File: src/mordec_defs.svh
// Constants for the move/option/return instruction decoder
`ifndef MORDEC_DEFS_SVH
`define MORDEC_DEFS_SVH

// ==========================================================
// Opcode encodings (14-bit words)
`define MORDEC_MOVE_MASK    14'h3F80
`define MORDEC_MOVE_MATCH   14'h0080
`define MORDEC_IDLE_MASK    14'h3F9F
`define MORDEC_IDLE_MATCH   14'h0000
`define MORDEC_FULL_MASK    14'h3FFF
`define MORDEC_OPTION_WORD  14'h0062
`define MORDEC_RETURN_WORD  14'h0009

// ==========================================================
// Field positions and reset values
`define MORDEC_FILE_MSB     6
`define MORDEC_IRQ_EN_BIT   7
`define MORDEC_PC_RESET     13'h0000
`define MORDEC_PC_STEP      13'h0001
`define MORDEC_ADDR_RESET   7'h00
`define MORDEC_ACC_RESET    8'h00
`define MORDEC_OPT_RESET    8'hFF
`define MORDEC_IRQ_RESET    8'h00

`endif

File: src/mordec_pkg.sv
// Types for the move/option/return instruction decoder
package mordec_pkg;
    // Execution state, one-hot
    typedef enum logic [1:0] {
        MORDEC_EXEC   = 2'h1,
        MORDEC_RETURN = 2'h2
    } mordec_state_t;
endpackage

File: src/mordec_core.sv
// Decode and execute logic for move-to-file, option load, no-op and interrupt return
`timescale 1ns/10ps
`include "mordec_defs.svh"
// Overview of operation
// - Move accumulator to file register 0..127, one cycle, flags untouched.
// - Legacy option opcode copies accumulator into option register in one cycle.
// - Interrupt return pops stack and loads popped top into program counter.
// - Interrupt return also sets global interrupt enable at control bit seven.
// - Interrupt return takes two instruction cycles for one program word.
module mordec_core (
    // Clock and reset
    input  wire logic        clock_i,
    input  wire logic        sys_rst_i,
    // Fetch port
    input  wire logic        instr_valid_i,
    input  wire logic [13:0] instr_i,
    // Working register and stack top from the core
    input  wire logic        acc_load_i,
    input  wire logic [7:0]  acc_data_i,
    input  wire logic [12:0] stack_top_i,
    // Fetch handshake back to the core
    output logic             ready_o,
    // Register file write port
    output logic             file_we_o,
    output logic [6:0]       file_addr_o,
    output logic [7:0]       file_data_o,
    // Option, stack and interrupt control
    output logic [7:0]       option_o,
    output logic             stack_pop_o,
    output logic [12:0]      pc_o,
    output logic [7:0]       irq_control_reg_o,
    output logic             global_irq_enable_o,
    // Word outside the decoded set
    output logic             unknown_o
);

    // ==========================================================
    // Decode helpers
    // Masked compare of one word against one opcode pattern
    function automatic logic match_f(input logic [13:0] w, input logic [13:0] m,
                                     input logic [13:0] v);
        match_f = ((w & m) == v);
    endfunction

    // ==========================================================
    // Internal state
    mordec_pkg::mordec_state_t state_reg;      // Execute or second return cycle
    logic [7:0]                acc_reg;        // Working register copy
    logic                      file_we_reg;    // File write strobe
    logic [6:0]                file_addr_reg;  // File address
    logic [7:0]                file_data_reg;  // File write data
    logic [7:0]                option_reg;     // Option register
    logic                      stack_pop_reg;  // Stack pop strobe
    logic [12:0]               pc_reg;         // Program counter
    logic [7:0]                irq_ctrl_reg;   // Interrupt control register
    logic                      unknown_reg;    // Word outside the decoded set

    // ==========================================================
    // Decode signals
    logic                      take;           // Word accepted at this edge
    logic                      is_mov;         // Move to file pattern
    logic                      is_opt;         // Option load word
    logic                      is_nop;         // No-operation pattern
    logic                      is_ret;         // Interrupt return word
    logic                      take_mov;
    logic                      take_opt;
    logic                      take_nop;
    logic                      take_ret;
    logic                      take_other;
    logic                      take_step;      // Accepted single-cycle word

    // ==========================================================
    // Fetch handshake
    // Words offered in the second return cycle are refused
    assign ready_o = (state_reg == mordec_pkg::MORDEC_EXEC);
    assign take    = instr_valid_i & ready_o;

    // ==========================================================
    // Opcode recognition
    // Fixed single-word opcodes compare all fourteen bits
    assign is_mov = match_f(instr_i, `MORDEC_MOVE_MASK, `MORDEC_MOVE_MATCH);
    assign is_opt = match_f(instr_i, `MORDEC_FULL_MASK, `MORDEC_OPTION_WORD);
    assign is_ret = match_f(instr_i, `MORDEC_FULL_MASK, `MORDEC_RETURN_WORD);
    // Both don't-care bits masked off
    assign is_nop = match_f(instr_i, `MORDEC_IDLE_MASK, `MORDEC_IDLE_MATCH);

    // Accepted word by kind, at most one high
    assign take_mov   = take & is_mov;
    assign take_opt   = take & is_opt;
    assign take_nop   = take & is_nop;
    assign take_ret   = take & is_ret;
    assign take_other = take & ~(is_mov | is_opt | is_nop | is_ret);
    // Every single-cycle word advances the program counter by one
    assign take_step  = take_mov | take_opt | take_nop | take_other;

    // ==========================================================
    // Output ports, all from flip-flops except ready
    assign file_we_o           = file_we_reg;
    assign file_addr_o         = file_addr_reg;
    assign file_data_o         = file_data_reg;
    assign option_o            = option_reg;
    assign stack_pop_o         = stack_pop_reg;
    assign pc_o                = pc_reg;
    assign irq_control_reg_o   = irq_ctrl_reg;
    assign global_irq_enable_o = irq_ctrl_reg[`MORDEC_IRQ_EN_BIT];
    assign unknown_o           = unknown_reg;

    // ==========================================================
    // Working register copy
    // Loaded by the core; a move in the same cycle sends the old value
    always_ff @(posedge clock_i) begin
        if (sys_rst_i) begin
            acc_reg <= `MORDEC_ACC_RESET;
        end else if (acc_load_i) begin
            acc_reg <= acc_data_i;
        end
    end

    // ==========================================================
    // Sequencer
    // Return holds a second cycle with ready low
    always_ff @(posedge clock_i) begin
        if (sys_rst_i) begin
            state_reg <= mordec_pkg::MORDEC_EXEC;
        end else begin
            case (state_reg)
                mordec_pkg::MORDEC_EXEC: begin
                    if (take_ret) begin
                        state_reg <= mordec_pkg::MORDEC_RETURN;
                    end
                end
                mordec_pkg::MORDEC_RETURN: begin
                    state_reg <= mordec_pkg::MORDEC_EXEC;
                end
                default: begin
                    state_reg <= mordec_pkg::MORDEC_EXEC;
                end
            endcase
        end
    end

    // ==========================================================
    // File write strobe
    // One-cycle pulse; no status flag is touched
    always_ff @(posedge clock_i) begin
        if (sys_rst_i) begin
            file_we_reg <= 1'b0;
        end else begin
            file_we_reg <= take_mov;
        end
    end

    // ==========================================================
    // File address and data
    // Held after the strobe until the next move
    always_ff @(posedge clock_i) begin
        if (sys_rst_i) begin
            file_addr_reg <= `MORDEC_ADDR_RESET;
            file_data_reg <= `MORDEC_ACC_RESET;
        end else if (take_mov) begin
            file_addr_reg <= instr_i[`MORDEC_FILE_MSB:0];
            file_data_reg <= acc_reg;
        end
    end

    // ==========================================================
    // Option register
    // Legacy load: working register copied in one cycle
    always_ff @(posedge clock_i) begin
        if (sys_rst_i) begin
            option_reg <= `MORDEC_OPT_RESET;
        end else if (take_opt) begin
            option_reg <= acc_reg;
        end
    end

    // ==========================================================
    // Stack pop strobe
    // One pulse for each accepted return
    always_ff @(posedge clock_i) begin
        if (sys_rst_i) begin
            stack_pop_reg <= 1'b0;
        end else begin
            stack_pop_reg <= take_ret;
        end
    end

    // ==========================================================
    // Program counter
    // Return loads the popped top; other words step by one
    always_ff @(posedge clock_i) begin
        if (sys_rst_i) begin
            pc_reg <= `MORDEC_PC_RESET;
        end else if (take_ret) begin
            pc_reg <= stack_top_i;
        end else if (take_step) begin
            pc_reg <= pc_reg + `MORDEC_PC_STEP;
        end
    end

    // ==========================================================
    // Interrupt control
    // Return sets the global enable; only reset clears a bit here
    always_ff @(posedge clock_i) begin
        if (sys_rst_i) begin
            irq_ctrl_reg <= `MORDEC_IRQ_RESET;
        end else if (take_ret) begin
            irq_ctrl_reg[`MORDEC_IRQ_EN_BIT] <= 1'b1;
        end
    end

    // ==========================================================
    // Unknown word flag
    // Pulses for words outside this decoder's set
    always_ff @(posedge clock_i) begin
        if (sys_rst_i) begin
            unknown_reg <= 1'b0;
        end else begin
            unknown_reg <= take_other;
        end
    end

endmodule // mordec_core

File: config.mk
export PLATFORM = sky130hd
export DESIGN_NAME = mordec_core
export DESIGN_NICKNAME = d
export VERILOG_FILES = /design/src/mordec_pkg.sv /design/src/mordec_core.sv
export VERILOG_INCLUDE_DIRS = /design/src
export SDC_FILE = /design/constraint.sdc
export NUM_CORES = 1
export LEC_CHECK = 0
export BUFFER_PORTS_ARGS = -buffer_cell sky130_fd_sc_hd__clkbuf_2
export CAP_MARGIN = 15
export CORE_MARGIN = 2
export CORE_UTILIZATION = 49
export CTS_BUF_LIST = sky130_fd_sc_hd__clkbuf_16
export CTS_CLUSTER_DIAMETER = 60
export CTS_CLUSTER_SIZE = 10
export DETAILED_ROUTE_END_ITERATION = 12
export PLACE_DENSITY = 0.79
export SLEW_MARGIN = 40
export SYNTH_ARGS = -nofsm -noshare
export SYNTH_HDL_FRONTEND = slang
export SYNTH_SLANG_ARGS = --single-unit
File: constraint.sdc
create_clock -name clock_i -period 2 [get_ports clock_i]
set_clock_uncertainty 0.05 [all_clocks]
set_input_delay 0.4 -clock clock_i [delete_from_list [all_inputs] [get_ports clock_i]]
set_output_delay 0.4 -clock clock_i [all_outputs]
set_load 0.01 [all_outputs]
# ---- After elaboration in Yosys (flattened, before gate mapping)
# Index checks and enable logic that the tools add are counted.
dict set report classes {
  n_reduce_logical 3
  order_cmp 0
  multipliers 0
  n_addsub 1
  div_mod_pow 0
  bitwise 14
  n_eq_ne 4
  n_shift 0
  muxes 2
}
# op n
set ops {}
lappend ops {{13-bit two-way mux} 2}
lappend ops {{14-bit by 4-bit equality test with 1-bit output (second input constant)} 1}
lappend ops {{14-bit by 7-bit equality test with 1-bit output (second input constant)} 1}
lappend ops {{14-bit logical NOT} 1}
lappend ops {{13-bit by 1-bit adder with 13-bit output (second input constant)} 1}
lappend ops {{7-bit by 1-bit equality test with 1-bit output (second input constant)} 1}
lappend ops {{1-bit AND} 6}
lappend ops {{1-bit OR} 6}
lappend ops {{2-bit by 1-bit equality test with 1-bit output (second input constant)} 1}
lappend ops {{1-bit inverter} 2}
lappend ops {{2-bit nonzero test} 1}
lappend ops {{2-bit OR reduction} 1}
dict set report word_totals {
  in_bits 39
  mem_bits_ro 0
  reg_bits 50
  latch_bits 0
  n_memories 0
  ram_bits 0
  output_inout_bits 49
}

# ---- Depth between registers and ports, before layout
# Gate-level depths: netlist of the first run.
dict set report depth {
  ltp_word 9
  depth_mapped 6
  mapped_depth_nobuf 5
}

# ---- Worst setup path before layout of the first run
# No wires, ideal clock.
dict set report synth_timing {
  path_kind {flip-flop to flip-flop}
  from {register pc_reg[0], in the netlist pc_o[0]}
  to {register pc_reg[10], in the netlist pc_o[10]}
  period_less_slack_ns 1.874
  path_slack_ns 0.126
  stages_incl_launch_ff 6
  arrival_time_ns 1.705
  t_required_ns 1.831
  path_cell_list {dfxtp_1 > ha_1 > nand4_1 > or3_2 > mux2_2 > o221a_1}
}
dict set report synth_via {
  elab_chain_len 3
}
# item line
set synth_rtl {}
lappend synth_rtl {{from (decl)} mordec_core.sv:54} ;# logic [12:0] pc_reg;
lappend synth_rtl {{from (signal assigned)} mordec_core.sv:193} ;# pc_reg <= `MORDEC_PC_RESET;
lappend synth_rtl {{from (signal assigned)} mordec_core.sv:195} ;# pc_reg <= stack_top_i;
lappend synth_rtl {{from (signal assigned)} mordec_core.sv:197} ;# pc_reg <= pc_reg + `MORDEC_PC_STEP;
lappend synth_rtl {{13-bit by 1-bit adder with 13-bit output (no source line)} --}
lappend synth_rtl {{13-bit two-way mux} mordec_core.sv:196} ;# end else if (take_step) begin
lappend synth_rtl {{13-bit two-way mux} mordec_core.sv:194} ;# end else if (take_ret) begin
# No other way between the ends. The select of a mux whose other input is x is not followed.
# A chain may end at the register's enable or synchronous reset.

# ---- Final worst setup path of the first run
dict set report layout_timing {
  from {register pc_reg[1], in the netlist pc_o[1]}
  to {register pc_reg[11], in the netlist pc_o[11]}
}
# Same word-level chain as after synthesis.

==> results of run 1 <==
==> repair_timing <==
item	CTS	global route
setup buffers	0	0
gates resized for setup	0	2
hold buffers	0	0
setup endpoints to repair	0	1
==> report_power, final <==
part | switching [mW] | internal, mW
combinational | 0.0919 | 0.0718
sequential | 0.0128 | 1.01
clock | 0.378 | 0.597
total | 0.483 | 1.68
==> cell families after synthesis <==
family / after synthesis / share of synthesized area, %
and+or+nand+nor: 97 / 22.9
DFF: 50 / 42.0
muxes: 41 / 17.4
buffers and inverters: 33 / 7.97
AOI/OAI and AO/OA: 30 / 9.13
adders and majority gates: 1 / 0.525
other: 1 / 0.157
==> through the flow <==
| step | hold slack (ns) | cell area (um^2) | power, mW | utilization [%] | worst slack, ns |
|---|---|---|---|---|---|
| 2_1_floorplan | 0.433 | 2410 | 1.14 | - | 0.126 |
| 3_3_place_gp | 0.426 | 2890 | 1.21 | 61.2 | 0.122 |
| 3_5_place_dp | 0.432 | 2890 | 1.21 | 61.2 | 0.0633 |
| 4_1_cts | 0.300 | 3060 | 2.18 | 64.8 | 0.0947 |
| 5_1_grt | 0.300 | 3070 | 2.23 | 64.9 | 0.00300 |
| 6_report | 0.301 | 3070 | 2.16 | 64.9 | 0.103 |
==> worst reg2reg max path: stages (launching register included) <==
cell and delay [ns]:
dfxtp_1 0.38, buf_4 0.14, nand4_1 0.13, or4_1 0.46, or4b_1 0.49, a31oi_1 0.19
==> metal layers <==
layer,global-route usage [%],vias to the layer above,wire [um]
li1,-,1066,-
met1,26.5,1014,2460
met2,35.5,80,2730
met3,4.39,9,297
met4,6.06,0,66
met5,0,-,0
==> placed cells by master (no fill, tap or decap), types with 2 or more instances in the layout <==
cell type	instances
clkbuf_2	80
dfxtp_1	48
nor2_1	47
mux2i_1	38
buf_4	17
inv_1	11
a21oi_1	10
nand2_1	9
nand3_1	8
conb_1	7
o32ai_1	6
clkbuf_16	5
and4_1	4
nand4_1	4
mux2_2	3
o221a_1	3
nor3_1	3
nand4_2	2
nor4_1	2
or4b_1	2
a2bb2oi_1	2
a31oi_1	2
dfxtp_2	2
==> synthesized netlist by cell type, types with 2 or more instances <==
master,number
a21oi_1,10
a2bb2oi_1,2
a31oi_1,2
and4_1,4
buf_1,2
buf_2,2
buf_4,8
buf_6,3
clkbuf_1,5
dfxtp_1,50
inv_1,11
mux2_2,3
mux2i_1,38
nand2_1,9
nand3_1,8
nand4_1,4
nand4_2,2
nor2_1,47
nor3_1,3
nor4_1,2
o221a_1,3
o32ai_1,6
or4b_1,2
==> worst paths after layout <==
check	startpoint	endpoint	cells after the start
min	acc_data_i[0]	acc_reg[0]	3
max	pc_o[1]	pc_o[11]	5
min reg2reg	irq_control_reg_o[7]	irq_control_reg_o[7]	1
max reg2reg	pc_o[1]	pc_o[11]	5
==> layout make-up <==
class | count | share of cell area, %
clock buffers | 5 | 4.08
multi-input cells | 176 | 39.7
repair buffers | 98 | 17.9
well taps | 67 | 2.73
inverters | 11 | 1.35
clock inverters | 3 | 1.55
flip-flops and latches | 50 | 32.7
==> summary.txt, run 1 <==
Outcome
  – Outcome: completed

Route
  – ANT nets after route: 0
  – Drt total wl: 5560 um
  – DR iter-0 viols: 132
  – Residual DRC: 0
  – Wire per inst: 13.5 um
  – Vias per std cell: 5.29
  – First drt pass iteration count: 4
  – Via count: 2169

Logic synthesis
  – FF+latch count, synth: 50
  – Mapped Area: 2380 um^2
  – Avg Cell Area, Syn: 9.43 um^2
  – EDFF count, synth: 0
  – Ys flop type: dfxtp_1
  – Register area share after synthesis: 42.0%
  – Netlist cell types: 50
  – Top cells by area, synth: dfxtp_1 42%, mux2i_1 16%, nor2_1 7.4%
  – Synth Warn #: 0
  – Post-synth top area share: 42.0%
  – Synthesized instance count: 253
  – Largest area contributor in the netlist: dfxtp_1
  – Asr flop ratio synth: 0%

Cells and area
  – Largest register FFs: 13
  – Fill cell count: 402
  – # diodes: 0
  – Layout cell share with drive strength beyond 1: 36.4%
  – Area taken by multi-input logic gates: 1220 um^2
  – Sequential Area: 1000 um^2
  – Post-Layout Cell Count: 410
  – Synthesis-to-layout area growth: 28.5%
  – Nets: 382

Power
  – Maximum VDD drop: 0.503 mV
  – Lkg Pwr: 1.50 nW
  – Pwr dens: 705 nW/um^2

Placement
  – Placed cell count: 402
  – Gpl congestion: 0.824
  – Port Buffers: 80
  – Post-DP HPWL: 4220 um

Worst setup path
  – CP Cell Sequence: buf_4 -> nand4_1 -> or4_1 -> or4b_1 -> a31oi_1
  – Crit path buf inv count: 1
  – Crit path max-delay family: simple AND/OR/NAND/NOR gates
  – CP Data Required Time: 2.16 ns
  – CP max-delay cell: or4b_1
  – Crit end category: flop
  – Crit-path max cell delay: 0.49 ns
  – Flop2flop setup slack: 0.10 ns
  – Startpoint Class: flop
  – Crit path max fanout: 4
  – Critical path class: flop to flop
  – CP arrival: 2.06 ns

STA
  – Unrepaired setup endpoints after global routing: no
  – Final hold viol count: 0
  – Max Freq: 527 MHz
  – Setup_tns: 0 ns
  – Final Critical Period: 1.90 ns
  – Max-slew violation count: 0
  – # setup viols final: 0
  – Fin crit share: 94.9%

Clock tree
  – H-Tree Depth: 2
  – CTS tree: yes
  – Inserted Clock Buffers: 5
  – Root buf cell: clkbuf_16
  – Clk Latency, worst-skew pair: 0.28 ns
  – Clock Path Buffers: 2
  – Num Clock Sinks: 50
  – Clk pin slew, worst setup/hold paths: 0.07 ns

Global route
  – Largest net degree at the start of global routing: 30
  – Vias in the first global route: 1964
  – Gr usage total: 20.9%
  – Grt ovf: 0
  – First-pass GRT wire length: 8910 um
  – Initial antenna violation count: 0

Die
  – Die ar.: 5440 um^2
  – Core area: 4720 um^2
  – DIE WIDTH: 73.8 um
  – Initial Util: 50.5%
  – Row count: 25
  – # IOs: 88
  – Die Ht: 73.8 um

Run
  – Max Cap Violations: 0

Min path
  – Worst Hold Class: input port to flop
Power figures use the tool's default switching activity.
==> inputs of run 2 (changes only) <==
--- a/config.mk
+++ b/config.mk
@@ -9,12 +9,13 @@
 export BUFFER_PORTS_ARGS = -buffer_cell sky130_fd_sc_hd__clkbuf_2
 export CAP_MARGIN = 15
 export CORE_MARGIN = 2
-export CORE_UTILIZATION = 49
+export CORE_UTILIZATION = 50
 export CTS_BUF_LIST = sky130_fd_sc_hd__clkbuf_16
 export CTS_CLUSTER_DIAMETER = 60
 export CTS_CLUSTER_SIZE = 10
 export DETAILED_ROUTE_END_ITERATION = 12
-export PLACE_DENSITY = 0.79
+export HOLD_SLACK_MARGIN = 0.12
+export PLACE_DENSITY = 0.81
 export SLEW_MARGIN = 40
 export SYNTH_ARGS = -nofsm -noshare
 export SYNTH_HDL_FRONTEND = slang
==> constraint.sdc (replaced) <==
create_clock -name clock_i -period 2.4 [get_ports clock_i]
set_clock_uncertainty 0.05 [all_clocks]
set_input_delay 0.48 -clock clock_i [delete_from_list [all_inputs] [get_ports clock_i]]
set_output_delay 0.48 -clock clock_i [all_outputs]
set_load 0.01 [all_outputs]
==> run 2 against run 1 <==
Compared with the run above: first-iteration DRC count grew 32%; maximum frequency shrank 3.6%; sequential cell count is the same; combinational power shrank 23%; power shrank 23%; die area shrank 1.9%; clock power shrank 29%; hold slack gained 0.084 ns; global-route usage grew 0.26 points; sequential power shrank 16%; register-to-register slack gained 0.33 ns; highest routed layer unchanged.
==> summary.txt, run 2 (synthesis gave the netlist of run 1 again) <==
Outcome
  – Outcome: completed (unchanged)

Placement
  – Port Buffers: 80 (unchanged)
  – Placed cell count: 379 (was 402)
  – Post-DP HPWL: 3970 um (was 4220 um)
  – Placed Area: 2790 um^2 (was 2890 um^2)
  – Gpl congestion: 0.777 (was 0.824)

Die
  – # IOs: 88 (unchanged)
  – Die Ht: 73.1 um (was 73.8 um)
  – Initial Util: 51.2% (was 50.5%)
  – Die ar.: 5340 um^2 (was 5440 um^2)
  – DIE WIDTH: 73.1 um (was 73.8 um)
  – Core area: 4660 um^2 (was 4720 um^2)
  – Row count: 25 (unchanged)

Global route
  – Gr usage total: 21.1% (was 20.9%)
  – Initial antenna violation count: 0 (unchanged)
  – First-pass GRT wire length: 8920 um (was 8910 um)
  – Grt ovf: 0 (unchanged)
  – Vias in the first global route: 1978 (was 1964)
  – Largest net degree at the start of global routing: 50 (was 30)

Cells and area
  – Most frequent cells in the layout: 80 x clkbuf_2, 50 x dfxtp_1, 47 x nor2_1 (was 80 x clkbuf_2, 48 x dfxtp_1, 47 x nor2_1)
  – Fill cell count: 408 (was 402)
  – Nets: 372 (was 382)
  – Post-Layout Cell Count: 387 (was 410)
  – Largest register FFs: 13 (unchanged)
  – Commonest non-fill, non-tap cell in the layout: clkbuf_2 (unchanged)
  – Fin area: 2930 um^2 (was 3070 um^2)
  – Layout cell share with drive strength beyond 1: 33.6% (was 36.4%)
  – Sequential Area: 1000 um^2 (about the same)
  – Finished Core Util: 62.9% (was 64.9%)
  – Area taken by multi-input logic gates: 1220 um^2 (unchanged)
  – # diodes: 0 (unchanged)
  – Synthesis-to-layout area growth: 23.0% (was 28.5%)

Worst setup path
  – Startpoint Class: flop (unchanged)
  – CP arrival: 2.09 ns (was 2.06 ns)
  – Crit-path max cell delay: 0.49 ns (about the same)
  – CP Data Required Time: 2.53 ns (was 2.16 ns)
  – Flop2flop setup slack: 0.43 ns (was 0.10 ns)
  – Crit path buf inv count: 0 (was 1)
  – Crit path max-delay family: simple AND/OR/NAND/NOR gates (unchanged)
  – Crit path max fanout: 7 (was 4)
  – CP max-delay cell: or3_2 (was or4b_1)
  – CP Cell Sequence: ha_1 -> nand4_1 -> or3_2 -> mux2_2 -> o221a_1 (was buf_4 -> nand4_1 -> or4_1 -> or4b_1 -> a31oi_1)
  – Crit end category: flop (unchanged)
  – Critical path class: flop to flop (unchanged)

STA
  – Fin crit share: 82.0% (was 94.9%)
  – Final hold viol count: 0 (unchanged)
  – Max-slew violation count: 0 (unchanged)
  – Final Critical Period: 1.97 ns (was 1.90 ns)
  – Setup_tns: 0 ns (unchanged)
  – Unrepaired setup endpoints after global routing: no (unchanged)
  – # setup viols final: 0 (unchanged)
  – Max Freq: 508 MHz (was 527 MHz)

Run
  – Max Cap Violations: 0 (unchanged)

Route
  – Vias per std cell: 5.38 (was 5.29)
  – ANT nets after route: 0 (unchanged)
  – Via count: 2081 (was 2169)
  – First drt pass iteration count: 4 (unchanged)
  – Drt total wl: 5420 um (was 5560 um)
  – Wire per inst: 14.0 um (was 13.5 um)
  – DR iter-0 viols: 174 (was 132)
  – Residual DRC: 0 (unchanged)

Clock tree
  – H-Tree Depth: 2 (unchanged)
  – Inserted Clock Buffers: 5 (unchanged)
  – Clk pin slew, worst setup/hold paths: 0.07 ns (about the same)
  – CTS-repair resized insts: 0 (unchanged)
  – Post CTS Setup Buffer Count: 0 (unchanged)
  – Num Clock Sinks: 50 (unchanged)
  – Clock Path Buffers: 2 (unchanged)
  – Clk Latency, worst-skew pair: 0.29 ns (was 0.28 ns)
  – CTS tree: yes (unchanged)
  – CTS Hold Buffers Added: 0 (unchanged)
  – Root buf cell: clkbuf_16 (unchanged)

Power
  – Power Total: 1.67 mW (was 2.16 mW)
  – Maximum VDD drop: 0.443 mV (was 0.503 mV)
  – Lkg Pwr: 1.43 nW (was 1.50 nW)
  – Pwr dens: 571 nW/um^2 (was 705 nW/um^2)

Min path
  – Worst Hold Class: input port to flop (unchanged)
## run 2: cell count changes in the layout (fill, tap and decap cells not counted), sizes merged
cell,delta
clkinv,+2
buf,-10
bufinv,-1
inv,-1
## run 2: per-layer routing
layer / global-route usage (%) / routed length [um]
met5: 0 / 0
met4: 7.41 / 26
met3: 4.70 / 355
met2: 34.0 / 2670
met1: 27.8 / 2370
## run 2: worst register-to-register path: cells and delay by family (launching register included)
family          cells  cell delay [ns]
compound gates      1             0.22
flops               1             0.44
simple gates        2             0.63
mux                 1             0.27
fa+ha+maj           1             0.25
## run 2: final cells by class
class	count	share of cell area, %
multi-input cells	176	41.5
repair buffers	88	15.7
inverters	11	1.41
clock buffers	5	4.27
flip-flops and latches	50	34.1
well taps	54	2.30
clock inverters	3	0.725
## run 2: worst paths after layout
kind,startpoint,endpoint,cells past startpoint
setup / recovery,pc_o[0],pc_o[10],5
hold / removal,acc_data_i[0],acc_reg[0],3
setup reg to reg,pc_o[0],pc_o[10],5
hold reg to reg,file_data_o[4],file_data_o[4],2
## run 2: stage by stage
step	hold slack, ns	setup slack, ns
finish	0.385	0.432
global route	0.387	0.299
CTS	0.379	0.417
detailed placement	0.437	0.307
global placement	0.426	0.400
floorplan	0.433	0.526
## run 2: where the power goes
group          switching, mW  internal, mW  leakage [nW]
clock network          0.307         0.386        0.0714
registers             0.0121         0.842         0.406
logic                 0.0734        0.0537         0.951
total                  0.392          1.28          1.43
